## config.mk

```make
export PLATFORM = sky130hd
export DESIGN_NAME = adc_result_format
export DESIGN_NICKNAME = d
export VERILOG_FILES = /design/src/adc_fmt_pkg.sv /design/src/adc_window_compare.sv /design/src/adc_result_format.sv
export VERILOG_INCLUDE_DIRS = /design/src
export SDC_FILE = /design/constraint.sdc
export NUM_CORES = 1
export LEC_CHECK = 0
export ABC_CLOCK_PERIOD_IN_PS = 8740
export BUFFER_PORTS_ARGS = -buffer_cell sky130_fd_sc_hd__buf_2
export CAP_MARGIN = 20
export CORE_ASPECT_RATIO = 1.4
export CORE_MARGIN = 2
export CORE_UTILIZATION = 64
export DETAILED_ROUTE_END_ITERATION = 10
export HOLD_SLACK_MARGIN = 0.1
export PLACE_DENSITY = 0.95
export SYNTH_ARGS = -nofsm -noshare
export SYNTH_HDL_FRONTEND = slang
export SYNTH_SLANG_ARGS = --single-unit
```

## constraint.sdc

```tcl
create_clock -name clk_in -period 8.74 [get_ports clk_in]
set_input_delay 0 -clock clk_in [delete_from_list [all_inputs] [get_ports clk_in]]
set_output_delay 0 -clock clk_in [all_outputs]
set_load 0.05 [all_outputs]
```

## src/adc_fmt_defines.svh

```systemverilog
// Notes on behaviour
// (RQ1) Right justified, the high data byte holds result bits 11..8 low, upper nibble copies its bit 3 for differential only.
// (RQ2) Left justified, the high data byte holds the eight most significant result bits.
// (RQ3) Right justified, the low data byte holds the eight least significant result bits.
// (RQ4) Left justified, low byte bits 7..4 hold result bits 3..0 and bits 3..0 always read zero.
// (RQ5) Right justified, the upper nibble is zero for single-ended and sign extension for differential.
// (RQ6) Single-ended codes are unsigned 12-bit, differential codes are two's complement.
// (RQ7) Every new result is compared with the limits by hardware and sets the window flag on a hit.
// (RQ8) Both limits are 16-bit words split into separately writable high and low byte registers.
// (RQ9) Whether inside or outside the window is flagged depends only on how the two limits relate.
// (RQ10) The window flag can be polled and also drives an interrupt request line.
// (RQ11) The window flag is sticky and only a software write of zero clears it.
// (RQ12) Justify select bit 0 picks right justification when zero and left when one.
// (RQ13) If the lower limit exceeds the upper, results strictly between flag; else below lower or above upper.
`ifndef ADC_FMT_DEFINES_SVH
`define ADC_FMT_DEFINES_SVH

`define ADDR_RESULT_LOW        8'hbe
`define ADDR_RESULT_HIGH       8'hbf
`define ADDR_UPPER_LIMIT_LOW   8'hc4
`define ADDR_UPPER_LIMIT_HIGH  8'hc5
`define ADDR_LOWER_LIMIT_LOW   8'hc6
`define ADDR_LOWER_LIMIT_HIGH  8'hc7
`define ADDR_CONTROL           8'he8

`define CTRL_JUSTIFY_BIT       0
`define CTRL_WINDOW_FLAG_BIT   1

`define RESET_RESULT           8'h00
`define RESET_CONTROL          8'h00
`define RESET_UPPER_LIMIT      8'hff
`define RESET_LOWER_LIMIT      8'h00
`define READ_UNMAPPED          8'h00

`endif

```

## src/adc_fmt_pkg.sv

```systemverilog
package adc_fmt_pkg;
    typedef enum logic {
        JUSTIFY_RIGHT = 1'b0,
        JUSTIFY_LEFT  = 1'b1
    } justify_t;
    typedef logic [7:0]  byte_t;
    typedef logic [11:0] code_t;
    typedef logic [15:0] data_word_t;
endpackage

```

## src/adc_window_compare.sv

```systemverilog
`timescale 1ns/1ns
`default_nettype none
module adc_window_compare
    import adc_fmt_pkg::*;
(
    input  wire data_word_t word_in,
    input  wire data_word_t upper_in,
    input  wire data_word_t lower_in,
    input  wire logic       signed_in,
    output logic            hit_out
);
    // Flipping the sign bit turns a signed compare into an unsigned one
    function automatic data_word_t order_key(input data_word_t w, input logic sgn);
        order_key = {w[15] ^ sgn, w[14:0]};
    endfunction

    data_word_t key_word;
    data_word_t key_upper;
    data_word_t key_lower;

    always_comb begin
        key_word  = order_key(word_in, signed_in);
        key_upper = order_key(upper_in, signed_in);
        key_lower = order_key(lower_in, signed_in);
        if (key_lower > key_upper) begin // [RQ9]
            hit_out = (key_word > key_upper) && (key_word < key_lower); // [RQ13]
        end else begin
            hit_out = (key_word < key_lower) || (key_word > key_upper); // [RQ13]
        end
    end
endmodule
`default_nettype wire

```

## src/adc_result_format.sv

```systemverilog
`timescale 1ns/1ns
`default_nettype none
`include "adc_fmt_defines.svh"
module adc_result_format
    import adc_fmt_pkg::*;
(
    input  wire logic        clk_in,
    input  wire logic        arst_n_in,
    input  wire logic [7:0]  sfr_addr_in,
    input  wire logic [7:0]  sfr_wdata_in,
    input  wire logic        sfr_wr_in,
    input  wire logic        sfr_rd_in,
    output logic      [7:0]  sfr_rdata_out,
    input  wire logic        result_valid_in,
    input  wire logic [11:0] result_code_in,
    input  wire logic        result_diff_in,
    output logic             window_flag_out,
    output logic             justify_left_out
);
    byte_t      result_low_reg;
    byte_t      result_low_next;
    byte_t      result_high_reg;
    byte_t      result_high_next;
    byte_t      upper_high_reg;
    byte_t      upper_high_next;
    byte_t      upper_low_reg;
    byte_t      upper_low_next;
    byte_t      lower_high_reg;
    byte_t      lower_high_next;
    byte_t      lower_low_reg;
    byte_t      lower_low_next;
    byte_t      control_reg;
    byte_t      control_next;
    byte_t      rdata_reg;
    byte_t      rdata_next;
    data_word_t fmt_word;
    logic       window_hit;
    justify_t   justify;

    function automatic logic write_to(input byte_t target);
        write_to = sfr_wr_in && (sfr_addr_in == target);
    endfunction

    // Sign nibble only for differential codes; single-ended stays unsigned
    function automatic data_word_t format_word(input code_t code, input justify_t just,
                                               input logic diff);
        if (just == JUSTIFY_LEFT) begin
            format_word = {code, 4'h0}; // [RQ2] [RQ4]
        end else begin
            format_word = {{4{diff & code[11]}}, code}; // [RQ1] [RQ3] [RQ5] [RQ6]
        end
    endfunction

    assign justify  = justify_t'(control_reg[`CTRL_JUSTIFY_BIT]); // [RQ12]
    assign fmt_word = format_word(result_code_in, justify, result_diff_in);

    adc_window_compare u_compare (
        .word_in   (fmt_word),
        .upper_in  ({upper_high_reg, upper_low_reg}),
        .lower_in  ({lower_high_reg, lower_low_reg}),
        .signed_in (result_diff_in),
        .hit_out   (window_hit)
    );

    always_comb begin
        upper_high_next = upper_high_reg;
        upper_low_next  = upper_low_reg;
        lower_high_next = lower_high_reg;
        lower_low_next  = lower_low_reg;
        if (write_to(`ADDR_UPPER_LIMIT_HIGH)) begin
            upper_high_next = sfr_wdata_in; // [RQ8]
        end
        if (write_to(`ADDR_UPPER_LIMIT_LOW)) begin
            upper_low_next = sfr_wdata_in; // [RQ8]
        end
        if (write_to(`ADDR_LOWER_LIMIT_HIGH)) begin
            lower_high_next = sfr_wdata_in; // [RQ8]
        end
        if (write_to(`ADDR_LOWER_LIMIT_LOW)) begin
            lower_low_next = sfr_wdata_in; // [RQ8]
        end
    end

    // A conversion landing with a software write to the data pair wins
    always_comb begin
        result_low_next  = result_low_reg;
        result_high_next = result_high_reg;
        if (write_to(`ADDR_RESULT_LOW)) begin
            result_low_next = sfr_wdata_in;
        end
        if (write_to(`ADDR_RESULT_HIGH)) begin
            result_high_next = sfr_wdata_in;
        end
        if (result_valid_in) begin
            result_high_next = fmt_word[15:8]; // [RQ1] [RQ2]
            result_low_next  = fmt_word[7:0];  // [RQ3] [RQ4]
        end
    end

    // Set beats a simultaneous clear so no window event is lost
    always_comb begin
        control_next = control_reg;
        if (write_to(`ADDR_CONTROL)) begin
            control_next = sfr_wdata_in; // [RQ11] [RQ12]
        end
        if (result_valid_in && window_hit) begin
            control_next[`CTRL_WINDOW_FLAG_BIT] = 1'b1; // [RQ7]
        end
    end

    always_comb begin
        rdata_next = rdata_reg;
        if (sfr_rd_in) begin
            case (sfr_addr_in)
                `ADDR_RESULT_LOW: begin
                    rdata_next = result_low_reg;
                    if (justify == JUSTIFY_LEFT) begin
                        rdata_next[3:0] = 4'h0; // [RQ4]
                    end
                end
                `ADDR_RESULT_HIGH:      rdata_next = result_high_reg;
                `ADDR_UPPER_LIMIT_HIGH: rdata_next = upper_high_reg;
                `ADDR_UPPER_LIMIT_LOW:  rdata_next = upper_low_reg;
                `ADDR_LOWER_LIMIT_HIGH: rdata_next = lower_high_reg;
                `ADDR_LOWER_LIMIT_LOW:  rdata_next = lower_low_reg;
                `ADDR_CONTROL:          rdata_next = control_reg; // [RQ10]
                default:                rdata_next = `READ_UNMAPPED;
            endcase
        end
    end

    always_ff @(posedge clk_in or negedge arst_n_in) begin
        if (!arst_n_in) begin
            result_low_reg  <= `RESET_RESULT;
            result_high_reg <= `RESET_RESULT;
            upper_high_reg  <= `RESET_UPPER_LIMIT;
            upper_low_reg   <= `RESET_UPPER_LIMIT;
            lower_high_reg  <= `RESET_LOWER_LIMIT;
            lower_low_reg   <= `RESET_LOWER_LIMIT;
            control_reg     <= `RESET_CONTROL;
            rdata_reg       <= `READ_UNMAPPED;
        end else begin
            result_low_reg  <= result_low_next;
            result_high_reg <= result_high_next;
            upper_high_reg  <= upper_high_next;
            upper_low_reg   <= upper_low_next;
            lower_high_reg  <= lower_high_next;
            lower_low_reg   <= lower_low_next;
            control_reg     <= control_next;
            rdata_reg       <= rdata_next;
        end
    end

    assign sfr_rdata_out    = rdata_reg;
    assign window_flag_out  = control_reg[`CTRL_WINDOW_FLAG_BIT]; // [RQ10]
    assign justify_left_out = control_reg[`CTRL_JUSTIFY_BIT];
endmodule
`default_nettype wire

```

==> summary by stage, run 1 <==
Yosys
Yosys mapped the design onto 59 distinct sky130hd cell types. After synthesis, the share of flip-flops with an asynchronous set or reset is between 90% and 100%. Summed over all instances, the cell type with the most area after synthesis is dfrtp_1.

The total nets after synthesis is roughly 520. By count the netlist is led by nand2_1, dfrtp_1, ha_1, o21ai_0, inv_1. By area the synthesized netlist is led by dfrtp_1, ha_1, dfstp_2, mux2_2, o21ai_0. The synthesized area per cell is 9.749 um^2. Yosys printed 0 warnings. Of the post-synthesis cell area, the dominant cell type holds 27.63%. The cell count after synthesis is 446. The synthesized design contains 0 enable-type register cells.

The predominant post-synthesis flop cell is dfrtp_1. The most common cell in the synthesized netlist is nand2_1. The count of state elements after synthesis is 64. The synthesized cell area is about 0.0043 mm^2. After synthesis, flip-flops and latches occupy 37.29% of the total area.

Drt
The first routing iteration left 409 violations. After detailed routing, the number of vias per cell comes to 6.530. The number of nets still failing antenna checks after routing is 0. The number of remaining DRC errors is 0. Summed over all layers, the routed wires come to 12010 um. Dividing the detail-routed wire length by the instance count gives 20.66 um. The routed layout has 3794 vias.

The total iterations of the first detailed-routing run is 6.

CTS
The TritonCTS sink count is 64. After clock tree synthesis, the setup repair step added 0 buffers. The clock buffer count from CTS is 9. TritonCTS built the clock tree. The quantity of gates resized following cts is 0.

The tree is rooted in a clkbuf_8. Hold repair after CTS inserted 18 buffers. The number of H-tree levels is 3. After clock tree synthesis, the clock-pin slew on the worst setup and hold paths is 0.07 ns. For the worst-skew pair, the clock arrives at the later sink with an insertion delay of 0.35 ns. The worst-case clock buffer depth is 2.

STA
The final setup violation count is 0. The setup clock skew after layout is 0.009488 ns. The routed design could run at a clock period as short as 3.360 ns.

The highest attainable clock frequency is 297.6 MHz. At the pin with the least slew margin, the transition time is 1.117 ns. The count of pins over their slew limit is 0. The final-layout setup total negative slack is 0 ns.

The number of failing hold endpoints at the final stage came to 0. The smallest hold slack is 0.1243 ns. The final critical path takes up 38.45% of the cycle.

Setup repair after global routing left no endpoint under its margin. The worst relative slew slack is 24.91%.

Setup path
Grouping stages by cell kind, the critical path spends the most delay in simple AND/OR/NAND/NOR gates. The number of buffers and inverters on the critical path is 0. The cell repeated most along the worst path is o21ai_1.

The peak fanout along the critical path is 25. The worst setup path is captured at a flip-flop. STA classifies the critical path startpoint as a flip-flop. The delay of the slowest cell on the worst path is between 0.8 and 0.9 ns. The data required time at the worst endpoint is ~9 ns. Traced cell by cell, the critical path runs through mux2_2, ha_1, nand2_1, nor4_1, or4b_4, o211ai_2, o21ai_1, maj3_2, o21ai_1. At the worst endpoint, the arrival time is 3.64 ns. The class of the most critical setup path is flip-flop to flip-flop. The slowest cell on the critical path is dfrtp_1.

Floorplan
The die outline width is 73.66 um. The number of placement rows is 35. The core region is 0.006569 mm^2.

The total I/O pin count is between 40 and 50. The vertical die dimension is 101.5 um. The initial core utilization is 66.19%. The floorplan die area is around 0.0075 mm^2.

GRT
The initial antenna violation count is 0. The first global-routing pass estimated 18950 um of wire. Entering global routing, the biggest net connects 65 pins. The total grt overflow is 0. The total global-route track usage is 33.92%. The via count of the first global-routing pass is 3842.

Power and ir drop
For this design the static power due to leakage is ~2.4 nW. The worst-case IR drop observed on VDD is a little over 0.1 mV. Dividing total power by cell area gives a power density of 143.4 mW/mm^2.

Outcome
The run finished with clean final reports.

Layout
Counting the fill cells in the layout gives roughly 430. The total area of multi-input combinational cells is 0.002487 mm^2. The number of antenna diodes is 0.

The fraction of layout instances using a drive strength above 1 is approximately 25%. The count of nets after finishing is 579. After the flow finishes, the layout carries non-filler instances totaling 581. The flip-flop and latch area is around 0.0016 mm^2.

The area of all placed cells without fillers is 0.004949 mm^2. The share of the core filled with cells is 75.33%. The area overhead of the layout relative to synthesis is 13.81%.

Place
After legalization and detailed placement, the total HPWL measured 8998 um. The cell area after placement is between 0.004 and 0.005 mm^2. The number of buffers inserted by port buffering is 43.

The count of placed standard cells including taps is 547. At the end of routability-driven placement, the weighted congestion stood at 1.059.

Worst hold path
The worst hold path belongs to the class primary input to flip-flop.

Flow run
The number of maximum-capacitance constraint violations is 0.
## kinds of logic (layout without fill, tap and decap cells)
| logic type | Yosys count | in the layout | synth area share (%) |
|---|---|---|---|
| AOI/OAI and AO/OA | 115 | 115 | 15.91 |
| and+or+nand+nor | 109 | 109 | 13.70 |
| DFF | 64 | 64 | 37.29 |
| buffers and inverters | 58 | 119 | 5.496 |
| muxes | 53 | 53 | 14.36 |
| adders and majority gates | 44 | 44 | 12.63 |
| xor gates and xnor gates | 3 | 3 | 0.6044 |
## area by class of cell
cell class | instances | share of cell area, %
Tap cell | 74 | 1.871
Clock buffer | 12 | 2.933
Timing Repair Buffer | 62 | 8.142
Inverter | 41 | 3.110
Sequential cell | 64 | 32.77
Clock inverter | 4 | 0.9102
Multi-Input combinational cell | 324 | 50.27
## through the flow
step	power, mW	worst slack, ns
6_report	0.7094	5.380
5_1_grt	0.7404	5.223
4_1_cts	0.7076	5.441
3_5_place_dp	0.4539	5.475
3_3_place_gp	0.4488	5.571
2_1_floorplan	0.4073	5.524
## power breakdown
group,switching [mW],internal [mW],total (mW)
combinational,0.0735,0.0526,0.126
sequential,0.0145,0.318,0.332
clock,0.113,0.138,0.251
## cells in the final DEF (no fill, tap or decap), drive strengths merged, types with 4 or more instances in the layout
cell / count
mux4: 4
a22oi: 7
dlygate4sd3: 18
buf: 44
ha: 43
mux2i: 14
a21oi: 24
dfstp: 16
dfrtp: 48
o22ai: 8
nand4: 6
o21ai: 47
a211oi: 10
inv: 41
nor2b: 5
mux2: 35
nand2: 55
nand3: 6
clkbuf: 12
nor2: 11
a21o: 4
## path summary, 6_finish.rpt
check / to / slack (ns) / start / cells past startpoint
min: result_low_reg[3] / 0.12 / result_code_in[3] / 4
max: control_reg[1] / 5.38 / control_reg[0] / 9
max reg2reg: control_reg[1] / 5.38 / control_reg[0] / 9
max in group asynchronous: control_reg[2] / 7.86 / arst_n_in / 3
min reg2reg: control_reg[6] / 0.51 / control_reg[6] / 1
min in group asynchronous: lower_high_reg[5] / 0.36 / arst_n_in / 3
## metal layers
layer | track usage, % | up-vias | wire, um
li1 | - | 1729 | -
met1 | 40.15 | 1821 | 4626
met2 | 57.42 | 193 | 6046
met3 | 5.473 | 51 | 790
met4 | 19.30 | 0 | 541
met5 | 0 | - | 0
## worst min-delay path: stages
cell and delay, ns:
buf_2 0.12, nor2b_1 0.17, nand2_1 0.07, o21ai_0 0.07
(Power assumes the default switching activity.)
==> inputs of run 2 (changes only) <==
ABC_CLOCK_PERIOD_IN_PS = 3250   (was 8740)
CORE_UTILIZATION = 60   (was 64)
PLACE_DENSITY = 0.92   (was 0.95)
clock period = 3.25 ns   (was 8.74 ns; I/O delays follow)
==> run 2 against run 1 <==
Net effect:
- total power rose to 3.0 times the previous value
- critical path depth rose by 2
- clock power rose to 3.7 times the previous value
- final cell count rose by 5.2%
- clock-buffer cell count fell by 2
- wire length rose by 4.7%
- combinational power rose to 2.8 times the previous value
- fmax rose by 13%
- highest routed layer unchanged
==> summary by stage, run 2 (synthesis gave the netlist of run 1 again) <==
Outcome
The flow ran to the end, and the final reports show no timing, DRC or antenna violations.

CTS
The insertion delay to the later sink of the worst-skew pair came to 0.36 ns (about the same). The number of H-tree levels came to 3 (unchanged). The worst-case clock buffer depth was 2 (unchanged). The clock slew seen by the registers of the worst setup and hold paths is 0.07 ns (about the same).

The TritonCTS sink count was 64 (unchanged). Clock tree synthesis selected as its root buffer the cell clkbuf_8. The setup fix buffers added after clock tree synthesis is 0 (unchanged). TritonCTS built the clock tree.

The clock buffer count from CTS is 9 (unchanged).

Drt
The total detailed-routing wirelength came to 12570 um (+4.7%). The violation count after the first detailed-route iteration is 530 (+30%). The number of nets still failing antenna checks after routing is 0 (unchanged). The total vias in the final route is 3904 (+2.9%).

The number of vias per cell is 6.390 (-2.2%). The total iterations of the first detailed-routing run came to 7 (+1). The routed wire length on met2 is 6136 um (+1.5%). The highest layer used for signal routing is met4. The wire length on met3 came to 755 um (-4.4%). The detail-routed net length per standard cell came to 20.58 um (-0.42%).

The detailed-route wire length on metal 1 is 4845 um (+4.7%). The number of remaining DRC errors is 0 (unchanged).

GRT
The total global-route track usage came to 33.09% (-0.83 points). The first-pass GRT wire length came to 20290 um (+7.1%). The total grt overflow is 0 (unchanged). The via count of the first global-routing pass is 4141 (+7.8%). The pin count of the biggest net entering global routing is 39 (-40%). The initial antenna violation count is 0 (unchanged).

Worst hold path
The start point of the worst min-delay path is result_code_in[9]. The path class of the tightest hold or removal check is primary input to flip-flop.

Floorplan
The floorplan die area is 0.007953 mm^2 (+6.4%). The total I/O pin count is 44 (unchanged). The number of placement rows came to 36 (+2.9%). The core footprint is 0.006982 mm^2 (+6.3%). The die outline width is 75.95 um (+3.1%). The vertical die dimension is 104.7 um (+3.2%). The initial core utilization is 62.28% (-3.9 points).

Setup path
Walking the worst path, the cells encountered are buf_4, nand2_1, nand2_1, ha_1, nand2_1, nor4_1, or4b_4, o211ai_2, o21ai_1, maj3_2, o21ai_1. The peak fanout along the critical path came to 11 (-56%). The critical path starts at control_reg[0]. The data required time at the worst endpoint is 3.54 ns (-5.48 ns). The worst setup path is of the flip-flop to flip-flop kind. The worst setup path is captured at a flip-flop. The largest individual stage delay along the critical path comes from the cell or4b_4. STA classifies the critical path startpoint as a flip-flop.

The cell repeated most along the worst path is nand2_1. The data arrival time of the worst path is 3.26 ns (-0.38 ns). The startpoint identified for the worst register-to-register timing path is control_reg[0]. The delay of the slowest cell on the worst path is 0.52 ns (-0.37 ns).

Place
The cell area after placement was 0.004649 mm^2 (+1.6%). The count of placed standard cells including taps came to 574 (+4.9%). The detailed placer's ending HPWL came to 9226 um (+2.5%). The final weighted congestion in routability-driven placement came to 0.9814 (-7.3%). The number of buffers inserted by port buffering is 43 (unchanged).

Layout
The final cell count without fillers came to 611 (+5.2%). The flip-flop and latch area came to 0.001622 mm^2 (unchanged). Leaving out fill and tap cells, the most frequent cell in the layout is nand2_1. The area overhead of the layout relative to synthesis is 17.93%.

The count of nets after finishing came to 588 (+1.6%). In the layout the commonest cells are nand2_1, dfrtp_1, o21ai_0, ha_1, buf_2. The fraction of layout instances using a drive strength above 1 is 25.97% (+1.1 points). The filler cell count is 480 (+12%).

The area of all placed cells without fillers came to 0.005127 mm^2 (+3.6%). The number of antenna diodes is 0 (unchanged). The total area of multi-input combinational cells was 0.002487 mm^2 (unchanged).

STA
The minimum clock period was 2.969 ns (-0.3912 ns). The setup clock skew after layout came to 0.008727 ns (-0.0007612 ns). The number of failing hold endpoints at the final stage was 0 (unchanged). The worst relative slew slack came to 43.73% (+19 points). The count of pins over their slew limit is 0 (unchanged). The transition at the pin with the smallest max-transition slack is 0.8440 ns (-0.2728 ns). The highest attainable clock frequency is 336.8 MHz (+13%). The final setup violation count came to 0 (unchanged). The smallest hold slack came to 0.1384 ns (+0.01406 ns). Setup repair after global routing left no endpoint under its margin. The fraction of the cycle the final worst path needs is 91.36% (+53 points). The final-layout setup total negative slack is 0 ns (unchanged).

Power and ir drop
The static leakage came to 2.461 nW (+3.4%). The areal power density over the cells was 421.6 mW/mm^2 (+190%). The worst vdd rail ir drop came to 0.3792 mV (+270%).

Flow run
The number of maximum-capacitance constraint violations was 0 (unchanged).
run 2: cell count changes in the layout (fill, tap and decap cells not counted), sizes merged:
cell,previous run,this run
dlygate4sd3,18,21
buf,44,50
bufinv,1,4
clkbuf,12,10
clkinv,3,2
run 2: through the flow:
stage | util (%) | setup WS [ns] | power, mW
finish | 73.44 | 0.2809 | 2.162
detailed placement | 66.60 | 0.3720 | 1.224
global route | 73.44 | 0.08690 | 2.247
global placement | 66.60 | 0.4502 | 1.208
CTS | 73.44 | 0.3372 | 2.164
floorplan | - | 0.03398 | 1.095
run 2: critical path, delay by kind of cell, from the launching register on:
kind	cells	cell delay, ns
DFF	1	0.49
and+or+nand+nor	5	1.16
buffers and inverters	1	0.23
AOI/OAI and AO/OA	3	0.37
adders and majority gates	2	0.63
run 2: final timing paths:
kind                                      endpoint  slack [ns]  cells after the start
worst max-delay path                control_reg[1]        0.28                     11
worst min-delay path            result_high_reg[1]        0.14                      4
worst max register to register      control_reg[1]        0.28                     11
worst min register to register      control_reg[6]        0.51                      1
max in group asynchronous         upper_low_reg[4]        2.04                      3
min in group asynchronous        lower_high_reg[7]        0.30                      2
run 2: power by group:
| part | switching [mW] | internal [mW] | total (mW) |
|---|---|---|---|
| clock | 0.313 | 0.605 | 0.918 |
| combinational | 0.205 | 0.146 | 0.351 |
| sequential | 0.0379 | 0.855 | 0.893 |
run 2: metal layers:
layer  up-vias  global-route usage [%]
li1       1738                       -
met1      1865                   37.92
met2       231                   54.78
met3        70                   6.649
met4         0                   24.03
met5         -                       0
run 2: cell type report:
| cell class | instances | area share [%] |
|---|---|---|
| flip-flops and latches | 64 | 31.63 |
| well taps | 95 | 2.318 |
| repair buffers | 71 | 9.322 |
| inverters | 41 | 3.001 |
| clock inverters | 6 | 2.538 |
| multi-input cells | 324 | 48.51 |
| clock buffers | 10 | 2.684 |
run 2: timing repair:
| item | CTS | global route |
|---|---|---|
| resized for setup | 0 | 0 |
| hold buffers | 21 | 0 |
| hold endpoints to repair | 85 | 0 |
